File: config.mk
export PLATFORM = sky130hd
export DESIGN_NAME = boundary_scan_test_port
export DESIGN_NICKNAME = d
export VERILOG_FILES = /design/src/include/scan_port_pkg.sv /design/src/core/boundary_scan_test_port.sv /design/src/core/boundary_cell_chain.sv
export SDC_FILE = /design/constraint.sdc
export NUM_CORES = 1
export LEC_CHECK = 0
export ABC_CLOCK_PERIOD_IN_PS = 4010
export BUFFER_PORTS_ARGS = -buffer_cell sky130_fd_sc_hd__buf_4
export CORE_ASPECT_RATIO = 0.8
export CORE_MARGIN = 1
export CORE_UTILIZATION = 45
export CTS_CLUSTER_DIAMETER = 60
export DETAILED_ROUTE_END_ITERATION = 6
export SLEW_MARGIN = 20
export SYNTH_ARGS = -nofsm -noshare
export SYNTH_HDL_FRONTEND = slang
export SYNTH_SLANG_ARGS = --single-unit
File: constraint.sdc
create_clock -name clk -period 4.01 [get_ports clk]
set_input_delay 0.802 -clock clk [delete_from_list [all_inputs] [get_ports clk]]
set_output_delay 0.802 -clock clk [all_outputs]
set_load 0.01 [all_outputs]
File: src/include/scan_port_pkg.sv
package scan_port_pkg;
    // Instruction register width and codes
    localparam int INSTR_WIDTH = 4;
    localparam logic [3:0] CODE_EXTEST = 4'h0;
    localparam logic [3:0] CODE_SAMPLE = 4'h1;
    localparam logic [3:0] CODE_IDCODE = 4'h2;
    localparam logic [3:0] CODE_CLAMP = 4'h3;
    localparam logic [3:0] CODE_HIGHZ = 4'h4;
    localparam logic [3:0] CODE_BYPASS = 4'hf;
    // Value after test reset: IDCODE per the standard
    localparam logic [3:0] INSTR_RESET = 4'h2;
    // Fixed capture pattern of the instruction register (low bits 01)
    localparam logic [3:0] INSTR_CAPTURE = 4'h1;
    // Identification register layout
    localparam int ID_WIDTH = 32;
    localparam int ID_VERSION_LSB = 28;
    localparam int ID_PART_LSB = 12;
    localparam int ID_MAKER_LSB = 1;
    localparam logic ID_PRESENT_BIT = 1'b1;
    // Identity values; arbitrary neutral values
    localparam logic [3:0] ID_VERSION = 4'h5;
    localparam logic [15:0] ID_PART = 16'h1234;
    localparam logic [10:0] ID_MAKER = 11'h2aa;
    // Boundary chain geometry
    localparam int CHAIN_INPUTS = 8;
    localparam int CHAIN_OUTPUTS = 8;
    localparam int CHAIN_LENGTH = 16;
    // Test clock figures
    localparam int TEST_CLK_NS = 100;
    localparam int SYS_CLK_NS = 10;
    localparam int SYNC_STAGES = 2;
    // Test access controller states
    typedef enum logic [3:0] {
        TEST_LOGIC_RESET, RUN_IDLE, SELECT_DR, CAPTURE_DR, SHIFT_DR,
        EXIT1_DR, PAUSE_DR, EXIT2_DR, UPDATE_DR, SELECT_INSTR,
        CAPTURE_INSTR, SHIFT_INSTR, EXIT1_INSTR, PAUSE_INSTR,
        EXIT2_INSTR, UPDATE_INSTR
    } tap_state_type;
endpackage

File: src/core/boundary_scan_test_port.sv
`timescale 1ns/10ps
module boundary_scan_test_port (
    input wire logic clk,
    input wire logic nrst,
    input wire logic tck,
    input wire logic tms,
    input wire logic tdi,
    input wire logic trst_n,
    input wire logic [scan_port_pkg::CHAIN_INPUTS-1:0] func_in,
    input wire logic [scan_port_pkg::CHAIN_OUTPUTS-1:0] core_out,
    output logic [scan_port_pkg::CHAIN_OUTPUTS-1:0] pin_out,
    output logic pin_oe_n,
    output logic tdo,
    output logic tdo_oe_n
);
    localparam int NI = scan_port_pkg::CHAIN_INPUTS;
    localparam int NO = scan_port_pkg::CHAIN_OUTPUTS;

    logic [1:0] rst_sync;
    logic rst_n;
    logic [1:0] tck_sync, tms_sync, tdi_sync, trst_sync;
    logic tck_prev;
    logic rise, fall;
    scan_port_pkg::tap_state_type state, next_state;
    logic [3:0] instruction_shift_reg;
    logic [3:0] instr;
    logic single_bit_pass_reg;
    logic [31:0] identification_shift_reg;
    logic chain_so;
    logic [scan_port_pkg::CHAIN_LENGTH-1:0] chain_held;
    logic sel_chain, sel_id, drive_cells;
    logic serial_bit;
    logic [NI-1:0] func_meta, func_sync;

    // Reset release through two flip-flops
    always_ff @(posedge clk or negedge nrst) begin
        if (!nrst) begin
            rst_sync <= 2'h0;
        end else begin
            rst_sync <= {rst_sync[0], 1'b1};
        end
    end
    assign rst_n = rst_sync[1];

    // Link pins are asynchronous to clk; two stages before use
    always_ff @(posedge clk or negedge rst_n) begin
        if (!rst_n) begin
            tck_sync <= 2'h0;
            tms_sync <= 2'h3;
            tdi_sync <= 2'h0;
            trst_sync <= 2'h0;
            tck_prev <= 1'b0;
        end else begin
            tck_sync <= {tck_sync[0], tck};
            tms_sync <= {tms_sync[0], tms};
            tdi_sync <= {tdi_sync[0], tdi};
            trst_sync <= {trst_sync[0], trst_n};
            tck_prev <= tck_sync[1];
        end
    end
    // Edge detect; test clock must be far slower than clk
    assign rise = tck_sync[1] & ~tck_prev;
    assign fall = ~tck_sync[1] & tck_prev;

    // Functional input pins belong to another clock; two stages first
    always_ff @(posedge clk or negedge rst_n) begin
        if (!rst_n) begin
            func_meta <= '0;
            func_sync <= '0;
        end else begin
            func_meta <= func_in;
            func_sync <= func_meta;
        end
    end

    always_comb begin
        next_state = state;
        unique case (state)
            scan_port_pkg::TEST_LOGIC_RESET: next_state = tms_sync[1] ?
                scan_port_pkg::TEST_LOGIC_RESET : scan_port_pkg::RUN_IDLE;
            scan_port_pkg::RUN_IDLE: next_state = tms_sync[1] ?
                scan_port_pkg::SELECT_DR : scan_port_pkg::RUN_IDLE;
            scan_port_pkg::SELECT_DR: next_state = tms_sync[1] ?
                scan_port_pkg::SELECT_INSTR : scan_port_pkg::CAPTURE_DR;
            scan_port_pkg::CAPTURE_DR: next_state = tms_sync[1] ?
                scan_port_pkg::EXIT1_DR : scan_port_pkg::SHIFT_DR;
            scan_port_pkg::SHIFT_DR: next_state = tms_sync[1] ?
                scan_port_pkg::EXIT1_DR : scan_port_pkg::SHIFT_DR;
            scan_port_pkg::EXIT1_DR: next_state = tms_sync[1] ?
                scan_port_pkg::UPDATE_DR : scan_port_pkg::PAUSE_DR;
            scan_port_pkg::PAUSE_DR: next_state = tms_sync[1] ?
                scan_port_pkg::EXIT2_DR : scan_port_pkg::PAUSE_DR;
            scan_port_pkg::EXIT2_DR: next_state = tms_sync[1] ?
                scan_port_pkg::UPDATE_DR : scan_port_pkg::SHIFT_DR;
            scan_port_pkg::UPDATE_DR: next_state = tms_sync[1] ?
                scan_port_pkg::SELECT_DR : scan_port_pkg::RUN_IDLE;
            scan_port_pkg::SELECT_INSTR: next_state = tms_sync[1] ?
                scan_port_pkg::TEST_LOGIC_RESET : scan_port_pkg::CAPTURE_INSTR;
            scan_port_pkg::CAPTURE_INSTR: next_state = tms_sync[1] ?
                scan_port_pkg::EXIT1_INSTR : scan_port_pkg::SHIFT_INSTR;
            scan_port_pkg::SHIFT_INSTR: next_state = tms_sync[1] ?
                scan_port_pkg::EXIT1_INSTR : scan_port_pkg::SHIFT_INSTR;
            scan_port_pkg::EXIT1_INSTR: next_state = tms_sync[1] ?
                scan_port_pkg::UPDATE_INSTR : scan_port_pkg::PAUSE_INSTR;
            scan_port_pkg::PAUSE_INSTR: next_state = tms_sync[1] ?
                scan_port_pkg::EXIT2_INSTR : scan_port_pkg::PAUSE_INSTR;
            scan_port_pkg::EXIT2_INSTR: next_state = tms_sync[1] ?
                scan_port_pkg::UPDATE_INSTR : scan_port_pkg::SHIFT_INSTR;
            scan_port_pkg::UPDATE_INSTR: next_state = tms_sync[1] ?
                scan_port_pkg::SELECT_DR : scan_port_pkg::RUN_IDLE;
        endcase
    end

    // State advances on rising test clock; test reset forces home
    always_ff @(posedge clk or negedge rst_n) begin
        if (!rst_n) begin
            state <= scan_port_pkg::TEST_LOGIC_RESET;
        end else if (!trst_sync[1]) begin
            state <= scan_port_pkg::TEST_LOGIC_RESET;
        end else if (rise) begin
            state <= next_state;
        end
    end

    always_ff @(posedge clk or negedge rst_n) begin
        if (!rst_n) begin
            instruction_shift_reg <= scan_port_pkg::INSTR_RESET;
            instr <= scan_port_pkg::INSTR_RESET;
        end else if (state == scan_port_pkg::TEST_LOGIC_RESET) begin
            instruction_shift_reg <= scan_port_pkg::INSTR_RESET;
            instr <= scan_port_pkg::INSTR_RESET;
        end else if (rise) begin
            if (state == scan_port_pkg::CAPTURE_INSTR) begin
                instruction_shift_reg <= scan_port_pkg::INSTR_CAPTURE;
            end else if (state == scan_port_pkg::SHIFT_INSTR) begin
                instruction_shift_reg <= {tdi_sync[1],
                                          instruction_shift_reg[3:1]};
            end else if (state == scan_port_pkg::UPDATE_INSTR) begin
                instr <= instruction_shift_reg;
            end
        end
    end

    // Chain selected by the two chain instructions
    assign sel_chain = (instr == scan_port_pkg::CODE_EXTEST) ||
                       (instr == scan_port_pkg::CODE_SAMPLE);
    // Identification path; reserved codes fall to bypass
    assign sel_id = (instr == scan_port_pkg::CODE_IDCODE);
    // Pins driven from the update latches
    assign drive_cells = (instr == scan_port_pkg::CODE_EXTEST) ||
                         (instr == scan_port_pkg::CODE_CLAMP);

    // Bypass bit captures zero, then shifts
    always_ff @(posedge clk or negedge rst_n) begin
        if (!rst_n) begin
            single_bit_pass_reg <= 1'b0;
        end else if (rise && state == scan_port_pkg::CAPTURE_DR) begin
            single_bit_pass_reg <= 1'b0;
        end else if (rise && state == scan_port_pkg::SHIFT_DR) begin
            single_bit_pass_reg <= tdi_sync[1];
        end
    end

    always_ff @(posedge clk or negedge rst_n) begin
        if (!rst_n) begin
            identification_shift_reg <= 32'h0;
        end else if (rise && state == scan_port_pkg::CAPTURE_DR) begin
            identification_shift_reg <= {scan_port_pkg::ID_VERSION,
                                         scan_port_pkg::ID_PART,
                                         scan_port_pkg::ID_MAKER,
                                         scan_port_pkg::ID_PRESENT_BIT};
        end else if (rise && state == scan_port_pkg::SHIFT_DR) begin
            identification_shift_reg <= {tdi_sync[1],
                                         identification_shift_reg[31:1]};
        end
    end

    // Capture functional inputs and core outputs only
    boundary_cell_chain u_chain (
        .clk(clk),
        .rst_n(rst_n),
        .capture(rise && sel_chain && state == scan_port_pkg::CAPTURE_DR),
        .shift(rise && sel_chain && state == scan_port_pkg::SHIFT_DR),
        .update(rise && sel_chain && state == scan_port_pkg::UPDATE_DR),
        .serial_in(tdi_sync[1]),
        .parallel_in({func_sync, core_out}),
        .serial_out(chain_so),
        .held(chain_held)
    );

    // Serial path selection
    always_comb begin
        if (state == scan_port_pkg::SHIFT_INSTR) begin
            serial_bit = instruction_shift_reg[0];
        end else if (sel_chain) begin
            serial_bit = chain_so;
        end else if (sel_id) begin
            serial_bit = identification_shift_reg[0];
        end else begin
            serial_bit = single_bit_pass_reg;
        end
    end

    // Serial output changes on falling test clock, enabled in shift
    always_ff @(posedge clk or negedge rst_n) begin
        if (!rst_n) begin
            tdo <= 1'b0;
            tdo_oe_n <= 1'b1;
        end else if (fall) begin
            tdo <= serial_bit;
            tdo_oe_n <= !(state == scan_port_pkg::SHIFT_INSTR ||
                          state == scan_port_pkg::SHIFT_DR);
        end
    end

    // Functional pin control; serial output exempt
    always_ff @(posedge clk or negedge rst_n) begin
        if (!rst_n) begin
            pin_out <= '0;
            pin_oe_n <= 1'b0;
        end else begin
            pin_out <= drive_cells ? chain_held[NO-1:0] : core_out;
            pin_oe_n <= (instr == scan_port_pkg::CODE_HIGHZ);
        end
    end

    // a_highz_pins: tristate follows instruction one cycle later
    a_highz_pins: assert property (@(posedge clk) disable iff (!rst_n)
        (instr == scan_port_pkg::CODE_HIGHZ) |=> pin_oe_n)
        else $error("pins not tristated under highz");
    a_extest_drive: assert property (@(posedge clk) disable iff (!rst_n)
        (instr == scan_port_pkg::CODE_EXTEST) |=>
        pin_out == $past(chain_held[NO-1:0]))
        else $error("extest pins not from cells");
    a_clamp_drive: assert property (@(posedge clk) disable iff (!rst_n)
        (instr == scan_port_pkg::CODE_CLAMP) |=>
        pin_out == $past(chain_held[NO-1:0]) && !pin_oe_n)
        else $error("clamp pins not held");
    a_bypass_path: assert property (@(posedge clk) disable iff (!rst_n)
        (fall && state == scan_port_pkg::SHIFT_DR &&
         instr == scan_port_pkg::CODE_BYPASS) |=>
        tdo == $past(single_bit_pass_reg))
        else $error("bypass bit not on serial output");
    a_id_path: assert property (@(posedge clk) disable iff (!rst_n)
        (fall && state == scan_port_pkg::SHIFT_DR && sel_id) |=>
        tdo == $past(identification_shift_reg[0]))
        else $error("id bit not on serial output");
    a_id_capture: assert property (@(posedge clk) disable iff (!rst_n)
        (rise && state == scan_port_pkg::CAPTURE_DR) |=>
        identification_shift_reg[0] == 1'b1)
        else $error("id present bit not one");
    a_id_fields: assert property (@(posedge clk) disable iff (!rst_n)
        (rise && state == scan_port_pkg::CAPTURE_DR) |=>
        identification_shift_reg[27:12] == scan_port_pkg::ID_PART &&
        identification_shift_reg[31:28] == scan_port_pkg::ID_VERSION &&
        identification_shift_reg[11:1] == scan_port_pkg::ID_MAKER)
        else $error("id fields wrong");
    a_chain_path: assert property (@(posedge clk) disable iff (!rst_n)
        (fall && state == scan_port_pkg::SHIFT_DR && sel_chain) |=>
        tdo == $past(chain_so))
        else $error("chain not on serial output");
    a_tdo_idle: assert property (@(posedge clk) disable iff (!rst_n)
        (fall && state == scan_port_pkg::RUN_IDLE) |=> tdo_oe_n)
        else $error("serial output driven outside shift");
    a_trst_home: assert property (@(posedge clk) disable iff (!rst_n)
        !trst_sync[1] |=> state == scan_port_pkg::TEST_LOGIC_RESET)
        else $error("test reset did not reach reset state");
endmodule

File: src/core/boundary_cell_chain.sv
`timescale 1ns/10ps
// Boundary chain: capture, shift and update stages of every cell
module boundary_cell_chain (
    input wire logic clk,
    input wire logic rst_n,
    input wire logic capture,
    input wire logic shift,
    input wire logic update,
    input wire logic serial_in,
    input wire logic [scan_port_pkg::CHAIN_LENGTH-1:0] parallel_in,
    output logic serial_out,
    output logic [scan_port_pkg::CHAIN_LENGTH-1:0] held
);
    logic [scan_port_pkg::CHAIN_LENGTH-1:0] cells;

    // Per-cell shift stage; highest cell sits nearest the serial input
    genvar i;
    generate
        for (i = 0; i < scan_port_pkg::CHAIN_LENGTH; i++) begin : g_cell
            logic upstream;
            if (i == scan_port_pkg::CHAIN_LENGTH - 1) begin : g_top
                assign upstream = serial_in;
            end else begin : g_mid
                assign upstream = cells[i+1];
            end
            always_ff @(posedge clk or negedge rst_n) begin
                if (!rst_n) begin
                    cells[i] <= 1'b0;
                end else if (capture) begin
                    cells[i] <= parallel_in[i];
                end else if (shift) begin
                    cells[i] <= upstream;
                end
            end
            // Update latch holds pin values steady during shifting
            always_ff @(posedge clk or negedge rst_n) begin
                if (!rst_n) begin
                    held[i] <= 1'b0;
                end else if (update) begin
                    held[i] <= cells[i];
                end
            end
        end
    endgenerate

    assign serial_out = cells[0];
endmodule

======== Word-level counts from Yosys, hierarchy flattened ========
Cells that the tools add are included.
word-level totals
  flip-flop bits (word level) ............. 107
  output and inout bits ................... 11
  logic and storage cells ................. 153
cells by class
  eq/ne operators ......................... 22
  muxes and demuxes ....................... 64
  bitwise gates (word level) .............. 4
  reduce and logical (&&, ||, !) cells .... 22
operators by type and width
  operator                                             count
  two-way mux 32 bit                                   2
  two-way mux 4 bit                                    15
  one-hot mux 4 bit (12 select lines)                  1
  two-way mux 1 bit                                    40
  equality test 4 bit, second input constant           8
  equality test 4 x 3 -> 1 bit, second input constant  5
  equality test 4 x 2 -> 1 bit, second input constant  4
  equality test 4 x 1 -> 1 bit, second input constant  2
  logical NOT 4 bit                                    2
  two-way mux 8 bit                                    1
  nonzero test 2 bit                                   4
  logical AND 1 bit                                    6
  two-way mux 2 bit                                    3
  two-way mux 3 bit                                    2
  != test 2 bit, second input constant                 2
  AND reduction 4 bit                                  1
  OR reduction 2 bit                                   2
  logical OR 1 bit                                     3
  nonzero test 3 bit                                   1
  OR reduction 3 bit                                   1
  bitwise AND 1 bit                                    2
  != test 2 x 1 -> 1 bit, second input constant        1
  inverter 1 bit                                       2
  AND reduction 2 bit                                  1
  logical NOT 1 bit                                    1

======== Logic depth before layout (Yosys ltp) ========
  depth after elaboration ................. 6
  mapped depth ............................ 6

======== By module ========
From an unflattened synthesis, not the netlist that was laid out.
unflattened totals
  cell total of the unflattened synthesis .. 405
  area total of the unflattened synthesis .. 4556.9 sq um
by module, submodules not included
  module                   instances  cells each  area an instance (sq um)  sequential area each (sq um)
  boundary_scan_test_port  1          302         3163.0                    2058.2
  boundary_cell_chain      1          103         1393.8                    800.8

======== Worst setup path after synthesis ========
No wires, ideal clock.
  path type ............................... register -> register
  start ................................... reg state[1]
  end ..................................... reg instr[0]
  arrival time ............................ 1.477 ns
  required time ........................... 3.885 ns
  slack ................................... 2.408 ns
  cell stages (with the launch flop) ...... 5
  path buffers ............................ 1
  cells stage by stage .................... dfrtp_1 buf_6 or4_4 o21ai_2 mux2_4
between the ends
  longest elaborated chain between the ends .. 3
  elaborated cells on any way between the ends .. 10
  classes of those cells .................. eq/ne: 5; mux: 1; reduce/logical: 4
ends and longest elaborated chain
  what                                                                  line                            source
  from (decl)                                                           boundary_scan_test_port.sv:24   scan_port_pkg::tap_state_type state, next_state;
  from (signal assigned)                                                boundary_scan_test_port.sv:117  state <= scan_port_pkg::TEST_LOGIC_RESET;
  from (signal assigned)                                                boundary_scan_test_port.sv:119  state <= scan_port_pkg::TEST_LOGIC_RESET;
  from (signal assigned)                                                boundary_scan_test_port.sv:121  state <= next_state;
  equality test 4 bit (tied with other cells)                           boundary_scan_test_port.sv:135  end else if (state == scan_port_pkg::SHIFT_INSTR) begin
  != test 2 bit (no line) / nonzero test 2 bit (equally long branches)  --
  AND reduction 4 bit (no line)                                         --
  to (signal assigned)                                                  boundary_scan_test_port.sv:128  instr <= scan_port_pkg::INSTR_RESET;
  to (signal assigned)                                                  boundary_scan_test_port.sv:131  instr <= scan_port_pkg::INSTR_RESET;
  to (signal assigned)                                                  boundary_scan_test_port.sv:139  instr <= instruction_shift_reg;
  to (decl)                                                             boundary_scan_test_port.sv:26   logic [3:0] instr;
Parallel ways exist; a longest one is shown, timed or not.
A chain may end at the register's enable or synchronous reset.

======== Worst setup path in the final report ========
  start ................................... reg state[0]
  end ..................................... reg u_chain.cells (netlist bit u_chain.g_cell[7].upstream)
between the ends
  longest elaborated chain between the ends .. 3
  elaborated cells on any way between the ends .. 6
  classes of those cells .................. eq/ne: 2; mux: 1; reduce/logical: 3
ends and longest elaborated chain
  what                                                                                 line                                                            source
  equality test 4 x 2 -> 1 bit / equality test 4 x 3 -> 1 bit (equally long branches)  boundary_scan_test_port.sv:182, boundary_scan_test_port.sv:183
  logical AND 1 bit (on tied branches)                                                 boundary_scan_test_port.sv:182, boundary_scan_test_port.sv:183
  two-way mux 1 bit / nonzero test 2 bit (equally long branches)                       --
  to (signal, indexed assignment)                                                      boundary_cell_chain.sv:30                                       cells[i] <= parallel_in[i];
  to (signal, indexed assignment)                                                      boundary_cell_chain.sv:32                                       cells[i] <= upstream;
  to (decl)                                                                            boundary_cell_chain.sv:14                                       logic [scan_port_pkg::CHAIN_LENGTH-1:0] cells;
Parallel ways exist; a longest one is shown, timed or not.

==> results_dict.tcl <==
set metrics [dict create \
    via_count 2833 \
    core_um2 9080 \
    startpoint "state[0]$_DFFE_PN0P_" \
    cts_resized 0 \
    die_area_um2 9750 \
    io_pins 33 \
    synth-edff-count 0 \
    die_h_um 88.5 \
    yosys_warnings 0 \
    ctsHoldBuffers 0 \
    maxSlewViolCount 0 \
    leakage_uw 0.00206 \
    path_buf_inv 0 \
    fin_crit_ns 2.42 \
    max_slew_margin_pct 37.9 \
    grt_max_degree 74 \
    slowest_stage "dfrtp_1" \
    hold_viol_final 0 \
    rsz0062_at_grt "no" \
    path_class "flip-flop to flip-flop" \
    track_usage_pct 17.9 \
    peakVddDrop_uv 287 \
    synthCells 391 \
    synth_nets 413 \
    rr_worst_depth 4 \
    final_nets 438 \
    yosys.area.top_type "dfrtp_1" \
    final_common_cell "dfrtp_1" \
    post-route-drc-count 0 \
    cpLargestDelayFamily "simple AND/OR/NAND/NOR gates" \
    die_width_um 110 \
    fmax_mhz 413 \
    yosys.area_share.xor_xnor_pct 0.416 \
    post_synth_and_or_nand_nor_area_fraction_pct 14.7 \
    wl_um 7660 \
    rr_endpoint "u_chain.g_cell[7].upstream$_DFFE_PN0P_" \
    rr_startpoint "state[0]$_DFFE_PN0P_" \
    path_clk_slew_ns 0.07 \
    finalCritPeriodShare_pct 60.3 \
    power.density_nw_per_um2 417 \
    synth_top_family_by_area "simple AND/OR/NAND/NOR gates" \
    synthFlopType "dfrtp_1" \
    syn_area_per_cell_um2 10.8 \
    worstPathRequired_ns 4.23 \
    cts.path.max_buffers 2 \
    ys_seq_area_share_pct 63.2 \
    first_iter_violations 184 \
    htreeDepth 3 \
    yosys.area_share.adder_pct 0 \
    post_cts_buffers 0 \
    synth_compound_area_share_pct 13.4 \
    ys_seq_elements 106 \
    status "finished clean" \
    antenna_found_initial 0 \
    cts_tree "built" \
    regToRegSetupSlack_ns 1.59 \
    synthMuxAreaShare_pct 5.08 \
    via_per_inst 5.29 \
    synth.area.top_cells "dfrtp_1 (60%), o21ai_0 (7.0%), nand2_1 (7.0%)" \
    fin_setup_tns_ns 0 \
    startpoint_type "flip-flop" \
    initial_utilization_pct 46.4 \
    worstSetupEndpointType "flip-flop" \
    clkLatencyLatePin_ns 0.35 \
    antennaDiodeCount 0 \
    worst_hold_slack_ns 0.218 \
    slowest_delay_ns 0.79 \
    layout-area-overhead-vs-synth_pct 15.3 \
    skew_ns 0.00610 \
    grt_pass1_vias 2677 \
    routedWlPerCell_um 14.3 \
    rows 31 \
    numCtsBuffers 9 \
    grt_pass1_wl_um 13000 \
    drive_gt1_share_pct 20.0 \
    drt_pass1_iterations 4 \
    min_path_type "input port to asynchronous set/reset pin" \
    synth_top_area_share_pct 60.0 \
    ys_async_sr_fraction_pct 100 \
    final_cell_mix "dfrtp_1 (100), nand2_1 (78), o21ai_0 (59), buf_4 (35), nor2_1 (22)" \
    worstPathArrival_ns 2.64 \
    hpwl_um 4850 \
    max-cap-violations 0 \
    synth_area_um2 4210 \
    clock-sinks 106 \
    synth_cell_types 48 \
    largest_reg_flops 31 \
    cp_max_fo 26 \
    tightest_slew_ns 0.931 \
    portBuffers 32 \
    crit_path_cell_trace "and4bb_2 > and3_1 > mux2i_1 > o21ai_0" \
    root_buffer "clkbuf_16" \
    setup_viol 0 \
    place.gp.congestion 0.743 \
    overflow 0 \
    drtAntennaViolNets 0 \
]
==> Yosys cell counts (all sizes together) (2+ instances only) <==
| cell type | instances |
|---|---|
| nand4 | 3 |
| o21ai | 61 |
| nand2 | 78 |
| nor2b | 5 |
| and3 | 2 |
| nand3 | 8 |
| nand2b | 3 |
| buf | 11 |
| dfstp | 5 |
| inv | 7 |
| dfrtp | 101 |
| nor2 | 22 |
| mux2 | 16 |
| a31o | 2 |
| o22ai | 13 |
| clkbuf | 12 |
| nor3b | 2 |
| o211ai | 5 |
| nor4 | 3 |
| nor3 | 3 |
| mux2i | 3 |
| a21oi | 6 |
==> power by group <==
group          internal, µW  switching [µW]  leakage, µW
registers              1090            28.7      0.00133
logic                  31.9            28.5     0.000594
clock network           433             412     0.000137
total                  1560             469      0.00206
==> metal layers <==
layer,GRT usage (%),part of all wire (%),vias to the layer above
met5,0,0,-
met1,25.4,50,1391
met3,5.52,3.1,12
met2,25.9,45,38
li1,-,-,1392
met4,6.58,1.8,0
==> how the worst max path moves through the flow <==
stage | endpoint | slack, ns | cells after the start
after floorplan | func_meta[0]$_DFF_PN0_ | 0.85 | 0
after global placement | identification_shift_reg[13]$_DFFE_PN0P_ | 1.67 | 3
after detailed placement | u_chain.g_cell[7].upstream$_DFFE_PN0P_ | 1.60 | 4
after CTS | u_chain.g_cell[7].upstream$_DFFE_PN0P_ | 1.58 | 4
after global routing | u_chain.g_cell[7].upstream$_DFFE_PN0P_ | 1.44 | 4
final | u_chain.g_cell[7].upstream$_DFFE_PN0P_ | 1.59 | 4
==> kinds of logic after synthesis <==
group | Yosys count
multiplexers | 19
other | 1
buffers and inverters | 30
flip-flops | 106
AND/OR/NAND/NOR | 136
XOR/XNOR | 2
AO/OA/AOI/OAI | 97
==> final cells by class <==
type / instances / area [µm²]
clock buffers: 9 / 225
flip-flops and latches: 106 / 2660
repair buffers: 37 / 305
clock inverters: 7 / 65.1
fillers: 841 / 4220
multi-input cells: 255 / 1430
well taps: 115 / 144
inverters: 7 / 26.3
==> metrics by stage <==
stage | cell area (µm²) | setup WS, ns | cells | power [µW] | utilization [%]
after floorplan | 4210 | 0.847 | 391 | 1170 | -
after global placement | 4520 | 1.67 | 518 | 1200 | 49.8
after detailed placement | 4570 | 1.60 | 520 | 1210 | 50.3
after CTS | 4860 | 1.58 | 536 | 2060 | 53.5
after global routing | 4860 | 1.44 | 536 | 2110 | 53.5
final | 4860 | 1.59 | 536 | 2030 | 53.5
Note: power is estimated with default switching activity, not from simulation.
